`src/iebk_defines.svh`:
```
/*
  constants for the interrupt enable bank: register offsets, implemented-bit masks, reset values.
  assumes inclusion by the bank and gate design files of the bank; definitions only.
*/
// What this block does
// - first register bits 15-9 and 4-0 mapped
// - second register enables at bits 13,9,7-5,1,0
// - second register unimplemented bits read zero
// - enable one passes request, zero blocks it
// - implemented bits read/write, reset to zero
`ifndef IEBK_DEFINES_SVH
`define IEBK_DEFINES_SVH

// ****************************************
// register map
// ****************************************
`define IEBK_OFF_EN_ONE   4'h0
`define IEBK_OFF_EN_TWO   4'h4
`define IEBK_MASK_ONE     16'hFE1F
`define IEBK_MASK_TWO     16'h22E3
`define IEBK_RESET_ONE    16'h0000
`define IEBK_RESET_TWO    16'h0000
`define IEBK_RESP_OKAY    2'h0
`define IEBK_RESP_SLVERR  2'h2

`endif

```
`src/iebk_pkg.sv`:
```
/*
  types shared by the interrupt enable bank.
  assumes nothing of its surroundings.
*/
package iebk_pkg;
  typedef logic [15:0] iebk_word_t;
endpackage : iebk_pkg

```
`src/iebk_bank.sv`:
```
/*
  two interrupt enable registers behind an axi4-lite slave, gating peripheral requests toward the cpu.
  assumes synchronous flag inputs and a well-behaved axi4-lite master.
*/
`timescale 1ns/1ps
`include "iebk_defines.svh"
module iebk_bank (
  input  wire logic                 SYS_CLK_IN,
  input  wire logic                 RST_IN,
  input  wire logic [3:0]           S_AXI_AWADDR_IN,
  input  wire logic                 S_AXI_AWVALID_IN,
  output logic                      S_AXI_AWREADY_OUT,
  input  wire logic [31:0]          S_AXI_WDATA_IN,
  input  wire logic [3:0]           S_AXI_WSTRB_IN,
  input  wire logic                 S_AXI_WVALID_IN,
  output logic                      S_AXI_WREADY_OUT,
  output logic [1:0]                S_AXI_BRESP_OUT,
  output logic                      S_AXI_BVALID_OUT,
  input  wire logic                 S_AXI_BREADY_IN,
  input  wire logic [3:0]           S_AXI_ARADDR_IN,
  input  wire logic                 S_AXI_ARVALID_IN,
  output logic                      S_AXI_ARREADY_OUT,
  output logic [31:0]               S_AXI_RDATA_OUT,
  output logic [1:0]                S_AXI_RRESP_OUT,
  output logic                      S_AXI_RVALID_OUT,
  input  wire logic                 S_AXI_RREADY_IN,
  input  wire iebk_pkg::iebk_word_t FLAG_ONE_IN,
  input  wire iebk_pkg::iebk_word_t FLAG_TWO_IN,
  output iebk_pkg::iebk_word_t      REQ_ONE_OUT,
  output iebk_pkg::iebk_word_t      REQ_TWO_OUT
);
  import iebk_pkg::*;

  iebk_word_t   interrupt_enable_one_q;
  iebk_word_t   interrupt_enable_two_q;
  logic [3:0]   awaddr_q;
  logic         aw_held_q;
  logic [31:0]  wdata_q;
  logic [3:0]   wstrb_q;
  logic         w_held_q;
  logic         do_write;
  iebk_word_t   wmerge_one;
  iebk_word_t   wmerge_two;

  // ****************************************
  // write channel capture, either order
  // ****************************************
  always_ff @(posedge SYS_CLK_IN or posedge RST_IN) begin
    if (RST_IN) begin
      aw_held_q <= 1'b0;
      awaddr_q  <= 4'h0;
    end else if (S_AXI_AWVALID_IN && S_AXI_AWREADY_OUT) begin
      aw_held_q <= 1'b1;
      awaddr_q  <= S_AXI_AWADDR_IN;
    end else if (do_write) begin
      aw_held_q <= 1'b0;
    end
  end

  always_ff @(posedge SYS_CLK_IN or posedge RST_IN) begin
    if (RST_IN) begin
      w_held_q <= 1'b0;
      wdata_q  <= 32'h0000_0000;
      wstrb_q  <= 4'h0;
    end else if (S_AXI_WVALID_IN && S_AXI_WREADY_OUT) begin
      w_held_q <= 1'b1;
      wdata_q  <= S_AXI_WDATA_IN;
      wstrb_q  <= S_AXI_WSTRB_IN;
    end else if (do_write) begin
      w_held_q <= 1'b0;
    end
  end

  // ready only while nothing of that channel is held and no response pending
  always_ff @(posedge SYS_CLK_IN or posedge RST_IN) begin
    if (RST_IN) begin
      S_AXI_AWREADY_OUT <= 1'b0;
      S_AXI_WREADY_OUT  <= 1'b0;
    end else begin
      S_AXI_AWREADY_OUT <= !aw_held_q && !S_AXI_BVALID_OUT && !(S_AXI_AWVALID_IN && S_AXI_AWREADY_OUT);
      S_AXI_WREADY_OUT  <= !w_held_q && !S_AXI_BVALID_OUT && !(S_AXI_WVALID_IN && S_AXI_WREADY_OUT);
    end
  end

  assign do_write = aw_held_q && w_held_q && !S_AXI_BVALID_OUT;

  // ****************************************
  // enable registers
  // ****************************************
  // byte strobes merge per lane; only implemented positions store
  always_comb begin
    wmerge_one = interrupt_enable_one_q;
    wmerge_two = interrupt_enable_two_q;
    if (wstrb_q[0]) begin
      wmerge_one[7:0] = wdata_q[7:0];
      wmerge_two[7:0] = wdata_q[7:0];
    end
    if (wstrb_q[1]) begin
      wmerge_one[15:8] = wdata_q[15:8];
      wmerge_two[15:8] = wdata_q[15:8];
    end
  end

  always_ff @(posedge SYS_CLK_IN or posedge RST_IN) begin
    if (RST_IN) begin
      interrupt_enable_one_q <= `IEBK_RESET_ONE;
      interrupt_enable_two_q <= `IEBK_RESET_TWO;
    end else if (do_write) begin
      if (awaddr_q == `IEBK_OFF_EN_ONE) begin
        interrupt_enable_one_q <= wmerge_one & `IEBK_MASK_ONE;
      end
      if (awaddr_q == `IEBK_OFF_EN_TWO) begin
        interrupt_enable_two_q <= wmerge_two & `IEBK_MASK_TWO;
      end
    end
  end

  always_ff @(posedge SYS_CLK_IN or posedge RST_IN) begin
    if (RST_IN) begin
      S_AXI_BVALID_OUT <= 1'b0;
      S_AXI_BRESP_OUT  <= `IEBK_RESP_OKAY;
    end else if (do_write) begin
      S_AXI_BVALID_OUT <= 1'b1;
      S_AXI_BRESP_OUT  <= (awaddr_q == `IEBK_OFF_EN_ONE || awaddr_q == `IEBK_OFF_EN_TWO) ?
                          `IEBK_RESP_OKAY : `IEBK_RESP_SLVERR;
    end else if (S_AXI_BREADY_IN) begin
      S_AXI_BVALID_OUT <= 1'b0;
    end
  end

  // ****************************************
  // read channel
  // ****************************************
  always_ff @(posedge SYS_CLK_IN or posedge RST_IN) begin
    if (RST_IN) begin
      S_AXI_ARREADY_OUT <= 1'b0;
    end else begin
      S_AXI_ARREADY_OUT <= !S_AXI_RVALID_OUT && !(S_AXI_ARVALID_IN && S_AXI_ARREADY_OUT);
    end
  end

  always_ff @(posedge SYS_CLK_IN or posedge RST_IN) begin
    if (RST_IN) begin
      S_AXI_RVALID_OUT <= 1'b0;
      S_AXI_RDATA_OUT  <= 32'h0000_0000;
      S_AXI_RRESP_OUT  <= `IEBK_RESP_OKAY;
    end else if (S_AXI_ARVALID_IN && S_AXI_ARREADY_OUT) begin
      S_AXI_RVALID_OUT <= 1'b1;
      S_AXI_RRESP_OUT  <= `IEBK_RESP_OKAY;
      case (S_AXI_ARADDR_IN)
        `IEBK_OFF_EN_ONE: S_AXI_RDATA_OUT <= {16'h0000, interrupt_enable_one_q & `IEBK_MASK_ONE};
        `IEBK_OFF_EN_TWO: S_AXI_RDATA_OUT <= {16'h0000, interrupt_enable_two_q & `IEBK_MASK_TWO};
        default: begin
          S_AXI_RDATA_OUT <= 32'h0000_0000;
          S_AXI_RRESP_OUT <= `IEBK_RESP_SLVERR;
        end
      endcase
    end else if (S_AXI_RREADY_IN) begin
      S_AXI_RVALID_OUT <= 1'b0;
    end
  end

  // ****************************************
  // request gating
  // ****************************************
  // external input enables (bits 13 and 4 of the first register) still need pin routing by software
  iebk_gate u_gate_one (
    .clk_in    (SYS_CLK_IN),
    .rst_in    (RST_IN),
    .flag_in   (FLAG_ONE_IN),
    .enable_in (interrupt_enable_one_q),
    .mask_in   (`IEBK_MASK_ONE),
    .req_out   (REQ_ONE_OUT)
  );

  iebk_gate u_gate_two (
    .clk_in    (SYS_CLK_IN),
    .rst_in    (RST_IN),
    .flag_in   (FLAG_TWO_IN),
    .enable_in (interrupt_enable_two_q),
    .mask_in   (`IEBK_MASK_TWO),
    .req_out   (REQ_TWO_OUT)
  );

  // ****************************************
  // checks
  // ****************************************
  a_one_unimpl_zero: assert property (@(posedge SYS_CLK_IN) disable iff (RST_IN)
    (interrupt_enable_one_q & ~`IEBK_MASK_ONE) == 16'h0000)
    else $error("first register holds unimplemented bits");
  a_two_unimpl_zero: assert property (@(posedge SYS_CLK_IN) disable iff (RST_IN)
    (S_AXI_ARVALID_IN && S_AXI_ARREADY_OUT && S_AXI_ARADDR_IN == `IEBK_OFF_EN_TWO)
    |=> (S_AXI_RDATA_OUT[15:0] & ~`IEBK_MASK_TWO) == 16'h0000)
    else $error("second register reads nonzero unimplemented bits");
  a_write_stores: assert property (@(posedge SYS_CLK_IN) disable iff (RST_IN)
    (do_write && awaddr_q == `IEBK_OFF_EN_TWO && wstrb_q == 4'hF)
    |=> interrupt_enable_two_q == ($past(wdata_q[15:0]) & `IEBK_MASK_TWO))
    else $error("second register write not stored");
  a_write_one_stores: assert property (@(posedge SYS_CLK_IN) disable iff (RST_IN)
    (do_write && awaddr_q == `IEBK_OFF_EN_ONE && wstrb_q == 4'hF)
    |=> interrupt_enable_one_q == ($past(wdata_q[15:0]) & `IEBK_MASK_ONE))
    else $error("first register write not stored");
  a_read_returns: assert property (@(posedge SYS_CLK_IN) disable iff (RST_IN)
    (S_AXI_ARVALID_IN && S_AXI_ARREADY_OUT && S_AXI_ARADDR_IN == `IEBK_OFF_EN_ONE)
    |=> S_AXI_RVALID_OUT && S_AXI_RDATA_OUT[15:0] == $past(interrupt_enable_one_q))
    else $error("read of first register wrong");
  a_req_gated_two: assert property (@(posedge SYS_CLK_IN) disable iff (RST_IN)
    1'b1 |=> REQ_TWO_OUT == ($past(FLAG_TWO_IN) & $past(interrupt_enable_two_q)))
    else $error("second bank request not gated by enable");
  a_resp_held: assert property (@(posedge SYS_CLK_IN) disable iff (RST_IN)
    (S_AXI_BVALID_OUT && !S_AXI_BREADY_IN) |=> S_AXI_BVALID_OUT)
    else $error("write response dropped before taken");
  // a stray address must never leak into either register, whatever the strobes say
  a_unmapped_ignored: assert property (@(posedge SYS_CLK_IN) disable iff (RST_IN)
    (do_write && awaddr_q != `IEBK_OFF_EN_ONE && awaddr_q != `IEBK_OFF_EN_TWO)
    |=> $stable(interrupt_enable_one_q) && $stable(interrupt_enable_two_q))
    else $error("unmapped write changed an enable register");
  a_req_gated_one: assert property (@(posedge SYS_CLK_IN) disable iff (RST_IN)
    1'b1 |=> REQ_ONE_OUT == ($past(FLAG_ONE_IN) & $past(interrupt_enable_one_q)))
    else $error("first bank request not gated by enable");
  a_rdata_upper_zero: assert property (@(posedge SYS_CLK_IN) disable iff (RST_IN)
    S_AXI_RVALID_OUT |-> S_AXI_RDATA_OUT[31:16] == 16'h0000)
    else $error("read data upper half not zero");
endmodule : iebk_bank

```
`src/iebk_gate.sv`:
```
/*
  per-source request gating: a request passes only while its enable is set.
  assumes flags arrive synchronous to the system clock.
*/
`timescale 1ns/1ps
`include "iebk_defines.svh"
module iebk_gate (
  input  wire logic              clk_in,
  input  wire logic              rst_in,
  input  wire iebk_pkg::iebk_word_t flag_in,
  input  wire iebk_pkg::iebk_word_t enable_in,
  input  wire iebk_pkg::iebk_word_t mask_in,
  output logic      [15:0]       req_out
);
  import iebk_pkg::*;
  // ****************************************
  // gating, registered per bit
  // ****************************************
  for (genvar i = 0; i < 16; i++) begin : g_bit
    always_ff @(posedge clk_in or posedge rst_in) begin
      if (rst_in) begin
        req_out[i] <= 1'b0;
      end else begin
        req_out[i] <= flag_in[i] & enable_in[i] & mask_in[i];
      end
    end
  end

  a_req_follows_en: assert property (@(posedge clk_in) disable iff (rst_in)
    1'b1 |=> req_out == ($past(flag_in) & $past(enable_in) & $past(mask_in)))
    else $error("request does not follow flag and enable");
  a_req_blocked: assert property (@(posedge clk_in) disable iff (rst_in)
    (enable_in == 16'h0000) |=> (req_out == 16'h0000))
    else $error("request passed with enables clear");
endmodule : iebk_gate

```
`config.mk`:
```
export PLATFORM = sky130hd
export DESIGN_NAME = iebk_bank
export DESIGN_NICKNAME = d
export VERILOG_FILES = /design/src/iebk_pkg.sv /design/src/iebk_bank.sv /design/src/iebk_gate.sv
export VERILOG_INCLUDE_DIRS = /design/src
export SDC_FILE = /design/constraint.sdc
export NUM_CORES = 1
export LEC_CHECK = 0
export BUFFER_PORTS_ARGS = -buffer_cell sky130_fd_sc_hd__buf_4
export CAP_MARGIN = 25
export CORE_ASPECT_RATIO = 1.2
export CORE_MARGIN = 4
export CORE_UTILIZATION = 46
export DETAILED_ROUTE_END_ITERATION = 6
export PLACE_DENSITY = 0.91
export SYNTH_ARGS = -nofsm -noshare
export SYNTH_HDL_FRONTEND = slang
export SYNTH_SLANG_ARGS = --single-unit
export TNS_END_PERCENT = 5
```
`constraint.sdc`:
```
create_clock -name SYS_CLK_IN -period 3.61 [get_ports SYS_CLK_IN]
set_input_delay 0.722 -clock SYS_CLK_IN [delete_from_list [all_inputs] [get_ports SYS_CLK_IN]]
set_output_delay 0.722 -clock SYS_CLK_IN [all_outputs]
set_load 0.01 [all_outputs]
```
==> flow_summary.yaml, run 1 <==
power_and_ir_drop:
  switching_share_pct: 27.1
  p_clk_share_pct: 28.0
  p_seq_share_pct: 49.7
  p_int_mw: 2.04
  p_switching_mw: 0.757
  vdd_ir_drop_max_mv: 0.431
  leakage_nw: 2.20
  p_comb_share_pct: 22.2
  power_density_nw_per_um2: 659
timing:
  skew_ps: 6.70
  fin_ws_ps: 1720
  worst_pin_slew_ps: 831
  hold_slack_ps: 417
  max_freq_mhz: 530
  setup_viol: 0
  rsz0062_at_grt: "false"
  layout_min_cycle_time_ps: 1890
  layout_worst_path_cycle_share_pct: 52.2
  slew_headroom_pct: 44.5
  slew_viol_final: 0
  finalHoldViolCount: 0
  setup_tns_ps: 0
clock_tree:
  cts_root_buffer: "clkbuf_8"
  cts_resized: 0
  clkLatencyLatePin_ps: 340
  cts_setup_buffers: 0
  cts_tree: "done"
  path_clk_slew_ps: 80
  clockBufferDepth: 2
  h-tree-depth: 3
  ctsHoldBuffers: 0
  cts.sinks: 83
  cts_made_buffers: 9
placement:
  pre_cts_ws_ps: 1370
  dp_hpwl_mm: 5.04
  port_buffers: 91
  placed_cells_incl_taps: 417
  place_congestion: 0.730
finish:
  drive_gt1_share_pct: 44.5
  fill_cells: 565
  diodes: 0
  final_core_util_pct: 61.1
  area_growth_pct: 27.5
  fin_cells: 433
  fin_nets: 424
synthesis:
  postSynthCellCount: 243
  synth_common_cells: "dfrtp_1 (83), mux2_2 (35), buf_4 (32)"
  ys_seq_elements: 83
  syn_area_sq_um: 3320
  synth_ff_type: "dfrtp_1"
  synth.distinct_cells: 28
  synthArstFlopShare_pct: 100
  synth_warnings: 0
  synth_top_area_cell: "dfrtp_1"
  yosysMostFrequentCell: "dfrtp_1"
  ys_seq_area_share_pct: 62.5
  avgSynthCellArea_sq_um: 13.7
  synth_edf_count: 0
  synthTopCellsByArea: "dfrtp_1 (62%), mux2_2 (12%), buf_4 (7.2%), and2_1 (3.6%), mux2_4 (2.3%)"
  synth_top_area_share_pct: 62.5
route:
  wl_per_cell_um: 15.1
  vias: 2045
  met3WireLength_um: 588
  drtIter0Drc: 71
  vias_per_cell: 4.72
  drc: 0
  drt-met1-wl_mm: 2.52
  postRouteAntennaNets: 0
  wl_mm: 6.56
  drtPass1Iterations: 4
  routed.top_layer: "met4"
  dr_wl_met2_mm: 3.39
setup_path:
  end_kind: "flop"
  cp_max_fo: 8
  crit_arrival_ps: 2160
  cp-start-kind: "input pin"
  required_ps: 3890
  crit_type: "in2reg"
die:
  core_sq_um: 6940
  io_pins: 156
  die_x_um: 85.6
  design.die.area_sq_um: 8660
  core.rowCount: 33
  start_util_pct: 47.9
  die_h_um: 101
run_status:
  status: "complete, no violations"
global_routing:
  grt_max_degree: 40
  antenna_found_initial: 0
  grt_pass1_vias: 2149
  grt-ovfl-total: 0
  grt_first_pass_wirelength_mm: 10.6
  grt_usage_pct: 16.0
worst_hold_path:
  hold_class: "in2async"
flow_run:
  maxCapViolations: 0
stage by stage:
step | instance area (sq um) | power (mW)
4_1_cts | 4240 | 2.82
3_5_place_dp | 4000 | 2.04
2_1_floorplan | 3440 | 1.79
6_report | 4240 | 2.79
3_3_place_gp | 3980 | 1.99
5_1_grt | 4240 | 2.96
registers in the layout (all words and copies together), names as in the netlist:
name / cells
wdata_q: 15
wstrb_q: 2
u_gate_two.req_out: 7
S_AXI_BRESP_OUT: 1
S_AXI_BVALID_OUT: 1
awaddr_q: 4
S_AXI_ARREADY_OUT: 1
S_AXI_WREADY_OUT: 1
S_AXI_RRESP_OUT: 1
S_AXI_AWREADY_OUT: 1
S_AXI_RVALID_OUT: 1
u_gate_one.req_out: 12
interrupt_enable_one_q: 12
aw_held_q: 1
w_held_q: 1
interrupt_enable_two_q: 7
S_AXI_RDATA_OUT: 15
cell usage in the layout (no fill, tap or decap), types with 2 or more instances in the layout:
| cell type | count |
|---|---|
| buf_4 | 93 |
| dfrtp_1 | 83 |
| mux2_2 | 35 |
| conb_1 | 32 |
| and2_1 | 19 |
| nand2_1 | 14 |
| o21ai_0 | 9 |
| clkbuf_8 | 9 |
| a22o_1 | 8 |
| mux2_4 | 5 |
| inv_1 | 4 |
| nand3_1 | 4 |
| mux2i_1 | 4 |
| o31ai_1 | 4 |
| clkinv_2 | 3 |
| bufinv_16 | 3 |
| nor3_1 | 2 |
| and3_1 | 2 |
logic make-up (layout without fill, tap and decap cells):
group,Yosys count,after routing,synth area share (%)
and+or+nand+nor,50,50,8.84
buffers and inverters,43,115,8.73
other,1,32,0.113
DFF,83,83,62.5
AOI/OAI and AO/OA,22,22,4.52
muxes,44,44,15.3
power by group through the flow:
| stage | clock network [mW] | logic [mW] | registers (mW) |
|---|---|---|---|
| final | 0.782 | 0.621 | 1.39 |
| after floorplan | 0 | 0.400 | 1.39 |
| after detailed placement | 0 | 0.636 | 1.41 |
| after global routing | 0.836 | 0.688 | 1.43 |
| after global placement | 0 | 0.602 | 1.39 |
| after CTS | 0.797 | 0.636 | 1.39 |
final timing paths:
| check | from | to | slack (ps) | cells past startpoint |
|---|---|---|---|---|
| worst min register to register | S_AXI_RVALID_OUT | S_AXI_ARREADY_OUT | 480 | 1 |
| worst max register to register | S_AXI_BVALID_OUT | interrupt_enable_two_q[0] | 1750 | 3 |
| worst min-delay path | RST_IN | u_gate_two.req_out[7] | 420 | 2 |
| max in group asynchronous | RST_IN | wdata_q[5] | 2610 | 3 |
| worst max-delay path | S_AXI_ARADDR_IN[3] | S_AXI_RDATA_OUT[3] | 1720 | 4 |
| min in group SYS_CLK_IN | S_AXI_RVALID_OUT | S_AXI_ARREADY_OUT | 480 | 1 |
worst max-delay path, stage by stage:
cell    delay, ps
buf_4         110
or3_1         470
nor3_2        620
a22o_1        230
final cells by class:
| type | count | area, sq um | share of cell area [%] |
|---|---|---|---|
| clock inverters | 7 | 116 | 2.75 |
| inverters | 5 | 20.0 | 0.472 |
| repair buffers | 94 | 718 | 16.9 |
| well taps | 87 | 109 | 2.57 |
| multi-input cells | 148 | 1070 | 25.3 |
| flip-flops and latches | 83 | 2080 | 49.0 |
| clock buffers | 9 | 124 | 2.92 |
per-layer routing:
layer	vias to the layer above	GRT usage [%]
met2	75	27.1
met5	-	0
met4	0	5.48
met1	999	19.0
li1	966	-
met3	5	5.72
Note: power is estimated with default switching activity, not from simulation.
==> run 2, diff against run 1 <==
--- a/config.mk
+++ b/config.mk
@@ -6,13 +6,14 @@
 export SDC_FILE = /design/constraint.sdc
 export NUM_CORES = 1
 export LEC_CHECK = 0
+export ABC_AREA = 1
 export BUFFER_PORTS_ARGS = -buffer_cell sky130_fd_sc_hd__buf_4
 export CAP_MARGIN = 25
 export CORE_ASPECT_RATIO = 1.2
 export CORE_MARGIN = 4
-export CORE_UTILIZATION = 46
+export CORE_UTILIZATION = 47
 export DETAILED_ROUTE_END_ITERATION = 6
-export PLACE_DENSITY = 0.91
+export PLACE_DENSITY = 0.92
 export SYNTH_ARGS = -nofsm -noshare
 export SYNTH_HDL_FRONTEND = slang
 export SYNTH_SLANG_ARGS = --single-unit
==> constraint.sdc (replaced) <==
create_clock -name SYS_CLK_IN -period 1.9 [get_ports SYS_CLK_IN]
set_input_delay 0.38 -clock SYS_CLK_IN [delete_from_list [all_inputs] [get_ports SYS_CLK_IN]]
set_output_delay 0.38 -clock SYS_CLK_IN [all_outputs]
set_load 0.01 [all_outputs]
==> run 2 against run 1 <==
Via count is 29% higher. Worst hold slack lost 280 ps. Clock power is 43% higher. Utilization fell by 1.7 points. Non-clock buffer count did not move. Die area increased by 3.4%. Critical path type is now reg2out.
==> flow_summary.yaml, run 2 <==
clock_tree:
  path_clk_slew_ps: 80
  cts_resized: 0
  h-tree-depth: 3
  cts_setup_buffers: 0
  cts.sinks: 83
  clockBufferDepth: 2
  ctsHoldBuffers: 0
  cts_root_buffer: "clkbuf_8"
  cts_made_buffers: 9
  clkLatencyLatePin_ps: 340
  cts_tree: "done"
timing:
  setup_viol: 0
  worst_pin_slew_ps: 629
  finalHoldViolCount: 0
  rsz0062_at_grt: "false"
  max_freq_mhz: 644
  layout_worst_path_cycle_share_pct: 81.7
  slew_viol_final: 0
  skew_ps: 13.5
  slew_headroom_pct: 57.9
  setup_tns_ps: 0
  layout_min_cycle_time_ps: 1550
finish:
  layout_commonest_cell: "nand2_1"
  fin_nets: 560
  drive_gt1_share_pct: 25.7
  reg_top3: "S_AXI_RDATA_OUT x15, wdata_q x15"
  diodes: 0
  fin_area_sq_um: 4320
  area_growth_pct: 22.7
  fill_cells: 625
  final_cell_mix: "nand2_1 (134), buf_4 (93), dfrtp_1 (83)"
run_status:
  status: "complete, no violations"
setup_path:
  crit_type: "reg2out"
  crit_path_top_delay_cell: "dfrtp_1"
  worstPathCellList: "buf_4 -> buf_4"
  end_kind: "output port"
  cp_num_cells: 2
  required_ps: 1520
  cp_num_buf_inv: 2
  crit_arrival_ps: 1170
  worst_path_most_repeated_cell: "buf_4"
  max_stage_delay_ps: 490
  cp-start-kind: "flop"
  rrSetupSlack_ps: 490
  crit_family: "flip-flops"
  cp_max_fo: 9
  worstRegToRegCells: 4
synthesis:
  synth_common_cells: "nand2_1 (134), dfrtp_1 (83), nand3_1 (44)"
  postSynthCellCount: 385
  syn_area_sq_um: 3520
  synthArstFlopShare_pct: 100
  yosysMostFrequentCell: "nand2_1"
  ys_seq_elements: 83
  synth_warnings: 0
  synth.distinct_cells: 19
  synth_ff_type: "dfrtp_1"
  synthTopCellsByArea: "dfrtp_1 (59%), nand2_1 (14%), buf_4 (7.0%), nand3_1 (6.3%), inv_1 (3.3%)"
  synth_top_area_cell: "dfrtp_1"
  synth_top_area_share_pct: 59.0
  ys_seq_area_share_pct: 59.0
  avgSynthCellArea_sq_um: 9.15
  synth_edf_count: 0
route:
  postRouteAntennaNets: 0
  drtPass1Iterations: 4
  drtIter0Drc: 118
  wl_per_cell_um: 12.4
  vias: 2642
  drc: 0
  vias_per_cell: 4.62
  wl_mm: 7.08
placement:
  place_congestion: 0.800
  port_buffers: 91
  dp_hpwl_mm: 5.44
  placed_area_sq_um: 4150
worst_hold_path:
  hold_class: "in2async"
die:
  die_h_um: 103
  io_pins: 156
  core_sq_um: 7270
  design.die.area_sq_um: 8950
  start_util_pct: 48.4
  core.rowCount: 34
  die_x_um: 87.0
power_and_ir_drop:
  power_density_nw_per_um2: 1100
  vdd_ir_drop_max_mv: 0.629
  leakage_nw: 2.49
global_routing:
  antenna_found_initial: 0
  grt_pass1_vias: 2460
  grt_first_pass_wirelength_mm: 10.9
  grt_usage_pct: 15.8
  grt-ovfl-total: 0
  grt_max_degree: 84
flow_run:
  maxCapViolations: 0
[run 2: cell types whose count changed in the layout (fill, tap and decap cells not counted), sizes merged, moves of 8 or more]
cell   previous run  this run
nand3             4        45
and2             19         0
a22o              8         0
mux2             40         0
nand2            14       138
inv               4        34
nor2              0        17
[run 2: kinds of logic after synthesis]
logic type | count (synthesis) | synth area share, %
simple gates | 200 | 24.7
flops | 83 | 59.0
buf+inv | 78 | 13.0
compound gates | 23 | 3.27
other cells | 1 | 0.106
[run 2: where the power goes]
part | switching [mW] | internal [mW]
Clock | 0.633 | 0.484
Combinational | 0.691 | 0.457
Sequential | 0.291 | 2.20
Total | 1.61 | 3.14
[run 2: final cells by class]
class	instances	area, sq um	area share, %
repair buffers	94	718	16.6
clock inverters	6	47.5	1.10
clock buffers	10	128	2.95
multi-input cells	255	1100	25.6
inverters	34	133	3.07
flip-flops and latches	83	2080	48.1
well taps	90	113	2.61
[run 2: metal layers]
layer	global-route usage, %	up-vias	share of wire (%)
li1	-	1315	-
met1	17.7	1227	39
met2	27.4	95	51
met3	5.52	5	8.7
met4	6.47	0	1.2
met5	0	-	0
[run 2: final timing paths]
kind                                    from                        end
hold reg to reg             S_AXI_RVALID_OUT          S_AXI_ARREADY_OUT
max in group asynchronous             RST_IN  interrupt_enable_one_q[3]
setup reg to reg           S_AXI_ARREADY_OUT         S_AXI_RDATA_OUT[6]
hold / removal                        RST_IN                wdata_q[12]
min in group SYS_CLK_IN      S_AXI_RREADY_IN           S_AXI_RVALID_OUT
setup / recovery            S_AXI_WREADY_OUT           S_AXI_WREADY_OUT
[run 2: worst min-delay path: stages]
cell and delay, ps:
buf_4 120, clkinvlp_4 70, buf_12 330
[run 2: metrics by stage]
step | worst slack, ps | hold slack [ps] | util (%) | power, mW | instances
final | 347 | 141 | 59.4 | 4.75 | 572
after global routing | 241 | 151 | 59.4 | 5.07 | 572
after CTS | 313 | 149 | 59.4 | 4.81 | 572
after detailed placement | 396 | 437 | 57.0 | 3.69 | 556
after global placement | 482 | 428 | 57.0 | 3.62 | 556
after floorplan | 568 | 443 | - | 3.32 | 416
==> run 3, diff against run 2 <==
--- a/config.mk
+++ b/config.mk
@@ -11,9 +11,9 @@
 export CAP_MARGIN = 25
 export CORE_ASPECT_RATIO = 1.2
 export CORE_MARGIN = 4
-export CORE_UTILIZATION = 47
+export CORE_UTILIZATION = 42
 export DETAILED_ROUTE_END_ITERATION = 6
-export PLACE_DENSITY = 0.92
+export PLACE_DENSITY = 0.87
 export SYNTH_ARGS = -nofsm -noshare
 export SYNTH_HDL_FRONTEND = slang
 export SYNTH_SLANG_ARGS = --single-unit
==> constraint.sdc (replaced) <==
create_clock -name SYS_CLK_IN -period 1.4 [get_ports SYS_CLK_IN]
set_input_delay 0.28 -clock SYS_CLK_IN [delete_from_list [all_inputs] [get_ports SYS_CLK_IN]]
set_output_delay 0.28 -clock SYS_CLK_IN [all_outputs]
set_load 0.01 [all_outputs]
==> run 3 against run 2 <==
Worst hold slack worse by 110 ps. Utilization is 4.9 points lower. Highest routed layer unchanged. Via count is 1.9% higher. Total power is 39% higher. Register-to-register slack worse by 320 ps. Cell area is 2.8% higher.
==> flow_summary.yaml, run 3 (same netlist as run 2, synthesis figures left out) <==
run_status:
  status: "complete, no violations"
finish:
  drive_gt1_share_pct: 27.1
  final_cell_mix: "nand2_1 (133), buf_4 (100), dfrtp_1 (83)"
  reg_top3: "S_AXI_RDATA_OUT x15, wdata_q x15"
  area_growth_pct: 26.1
  fill_cells: 719
  fin_area_sq_um: 4440
  layout_commonest_cell: "nand2_1"
  fin_nets: 568
  diodes: 0
worst_hold_path:
  hold_class: "in2async"
die:
  io_pins: 156
  core_sq_um: 8150
  design.die.area_sq_um: 9920
  core.rowCount: 36
  die_h_um: 108
  start_util_pct: 43.2
  die_x_um: 91.6
timing:
  layout_worst_path_cycle_share_pct: 88.1
  finalHoldViolCount: 0
  skew_ps: 8.34
  setup_viol: 0
  layout_min_cycle_time_ps: 1230
  max_freq_mhz: 811
  rsz0062_at_grt: "false"
  setup_tns_ps: 0
  slew_viol_final: 0
global_routing:
  grt_usage_pct: 15.1
  grt_max_degree: 84
  grt.busiest_layer: "met2"
  grt_use_met3_pct: 3.97
  antenna_found_initial: 0
  gr-usage-met1_pct: 17.7
  grt_pass1_vias: 2587
  grt_first_pass_wirelength_mm: 11.9
  grt_util_met2_pct: 26.0
  grt-ovfl-total: 0
clock_tree:
  clockBufferDepth: 2
  cts.sinks: 83
  h-tree-depth: 3
  cts_tree: "done"
  path_clk_slew_ps: 80
  clkLatencyLatePin_ps: 350
  cts_made_buffers: 9
  cts_root_buffer: "clkbuf_8"
setup_path:
  r2r_end: "interrupt_enable_one_q[2]"
  crit_arrival_ps: 1470
  cp-startpoint: "awaddr_q[3]"
  cp_max_fo: 6
  rrSetupSlack_ps: 170
  end_kind: "flop"
  required_ps: 1640
  rr_startpoint: "awaddr_q[3]"
  worstRegToRegCells: 7
  crit_type: "reg2reg"
  cp-start-kind: "flop"
route:
  drtIter0Drc: 127
  drtPass1Iterations: 4
  vias_per_cell: 4.46
  postRouteAntennaNets: 0
  wl_per_cell_um: 12.1
  wl_mm: 7.31
  vias: 2691
  drc: 0
placement:
  dp_hpwl_mm: 5.52
  port_buffers: 91
  place_congestion: 0.753
  placed_area_sq_um: 4220
power_and_ir_drop:
  p_total_mw: 6.63
  vdd_ir_drop_max_mv: 1.14
  power_density_nw_per_um2: 1490
  leakage_nw: 2.55
flow_run:
  maxCapViolations: 0
## run 3: cell count changes in the layout (fill, tap and decap cells not counted)
cell	before	now
nand2_1	134	133
clkinvlp_4	5	2
buf_4	93	100
clkinv_4	0	1
inv_6	2	0
clkinv_2	1	2
buf_12	1	2
clkbuf_8	9	12
nand2_2	4	5
## run 3: per-layer routing
layer / part of all wire, % / wire length (um) / up-vias
li1: - / - / 1328
met1: 40 / 2920 / 1250
met2: 51 / 3720 / 101
met3: 7.7 / 559 / 12
met4: 1.6 / 114 / 0
met5: 0 / 0 / -
## run 3: layout make-up
type / count / area [sq um] / area share (%)
flip-flops and latches: 83 / 2080 / 46.8
multi-input cells: 255 / 1110 / 24.9
repair buffers: 102 / 791 / 17.8
clock buffers: 13 / 169 / 3.80
well taps: 114 / 143 / 3.21
inverters: 34 / 133 / 2.99
clock inverters: 3 / 21.3 / 0.479
## run 3: power by group
| part | internal, mW | total [mW] | switching (mW) |
|---|---|---|---|
| registers | 2.98 | 3.36 | 0.378 |
| logic | 0.678 | 1.65 | 0.970 |
| clock network | 0.791 | 1.62 | 0.825 |
## run 3: per-stage QoR
stage               hold slack, ps  setup WS (ps)  utilization, %  std cells
floorplan                      367            168               -        416
global placement               427            161            51.8        586
detailed placement             438            107            51.8        586
CTS                           47.6            101            54.1        602
global route                  67.0           62.8            54.5        604
finish                        35.4            167            54.5        604
## run 3: what timing repair did
item | 4_1_cts | 5_1_grt
resized for setup | 0 | 1
hold buffers | 0 | 0
endpoints found under the setup margin | 0 | 2
buffers inserted | 0 | 2
## run 3: how the worst max path moves through the flow
stage | endpoint | slack (ps)
floorplan | S_AXI_ARREADY_OUT | 170
global placement | interrupt_enable_one_q[15] | 160
detailed placement | interrupt_enable_one_q[11] | 110
CTS | interrupt_enable_one_q[11] | 100
global route | interrupt_enable_one_q[11] | 60
finish | interrupt_enable_one_q[2] | 170
## run 3: critical path, stage by stage (launching register included)
cell	delay [ps]
dfrtp_1	400
inv_2	70
nand2_1	80
nor2_4	180
buf_12	130
nand2_1	120
nand2_1	90
nand2_1	50
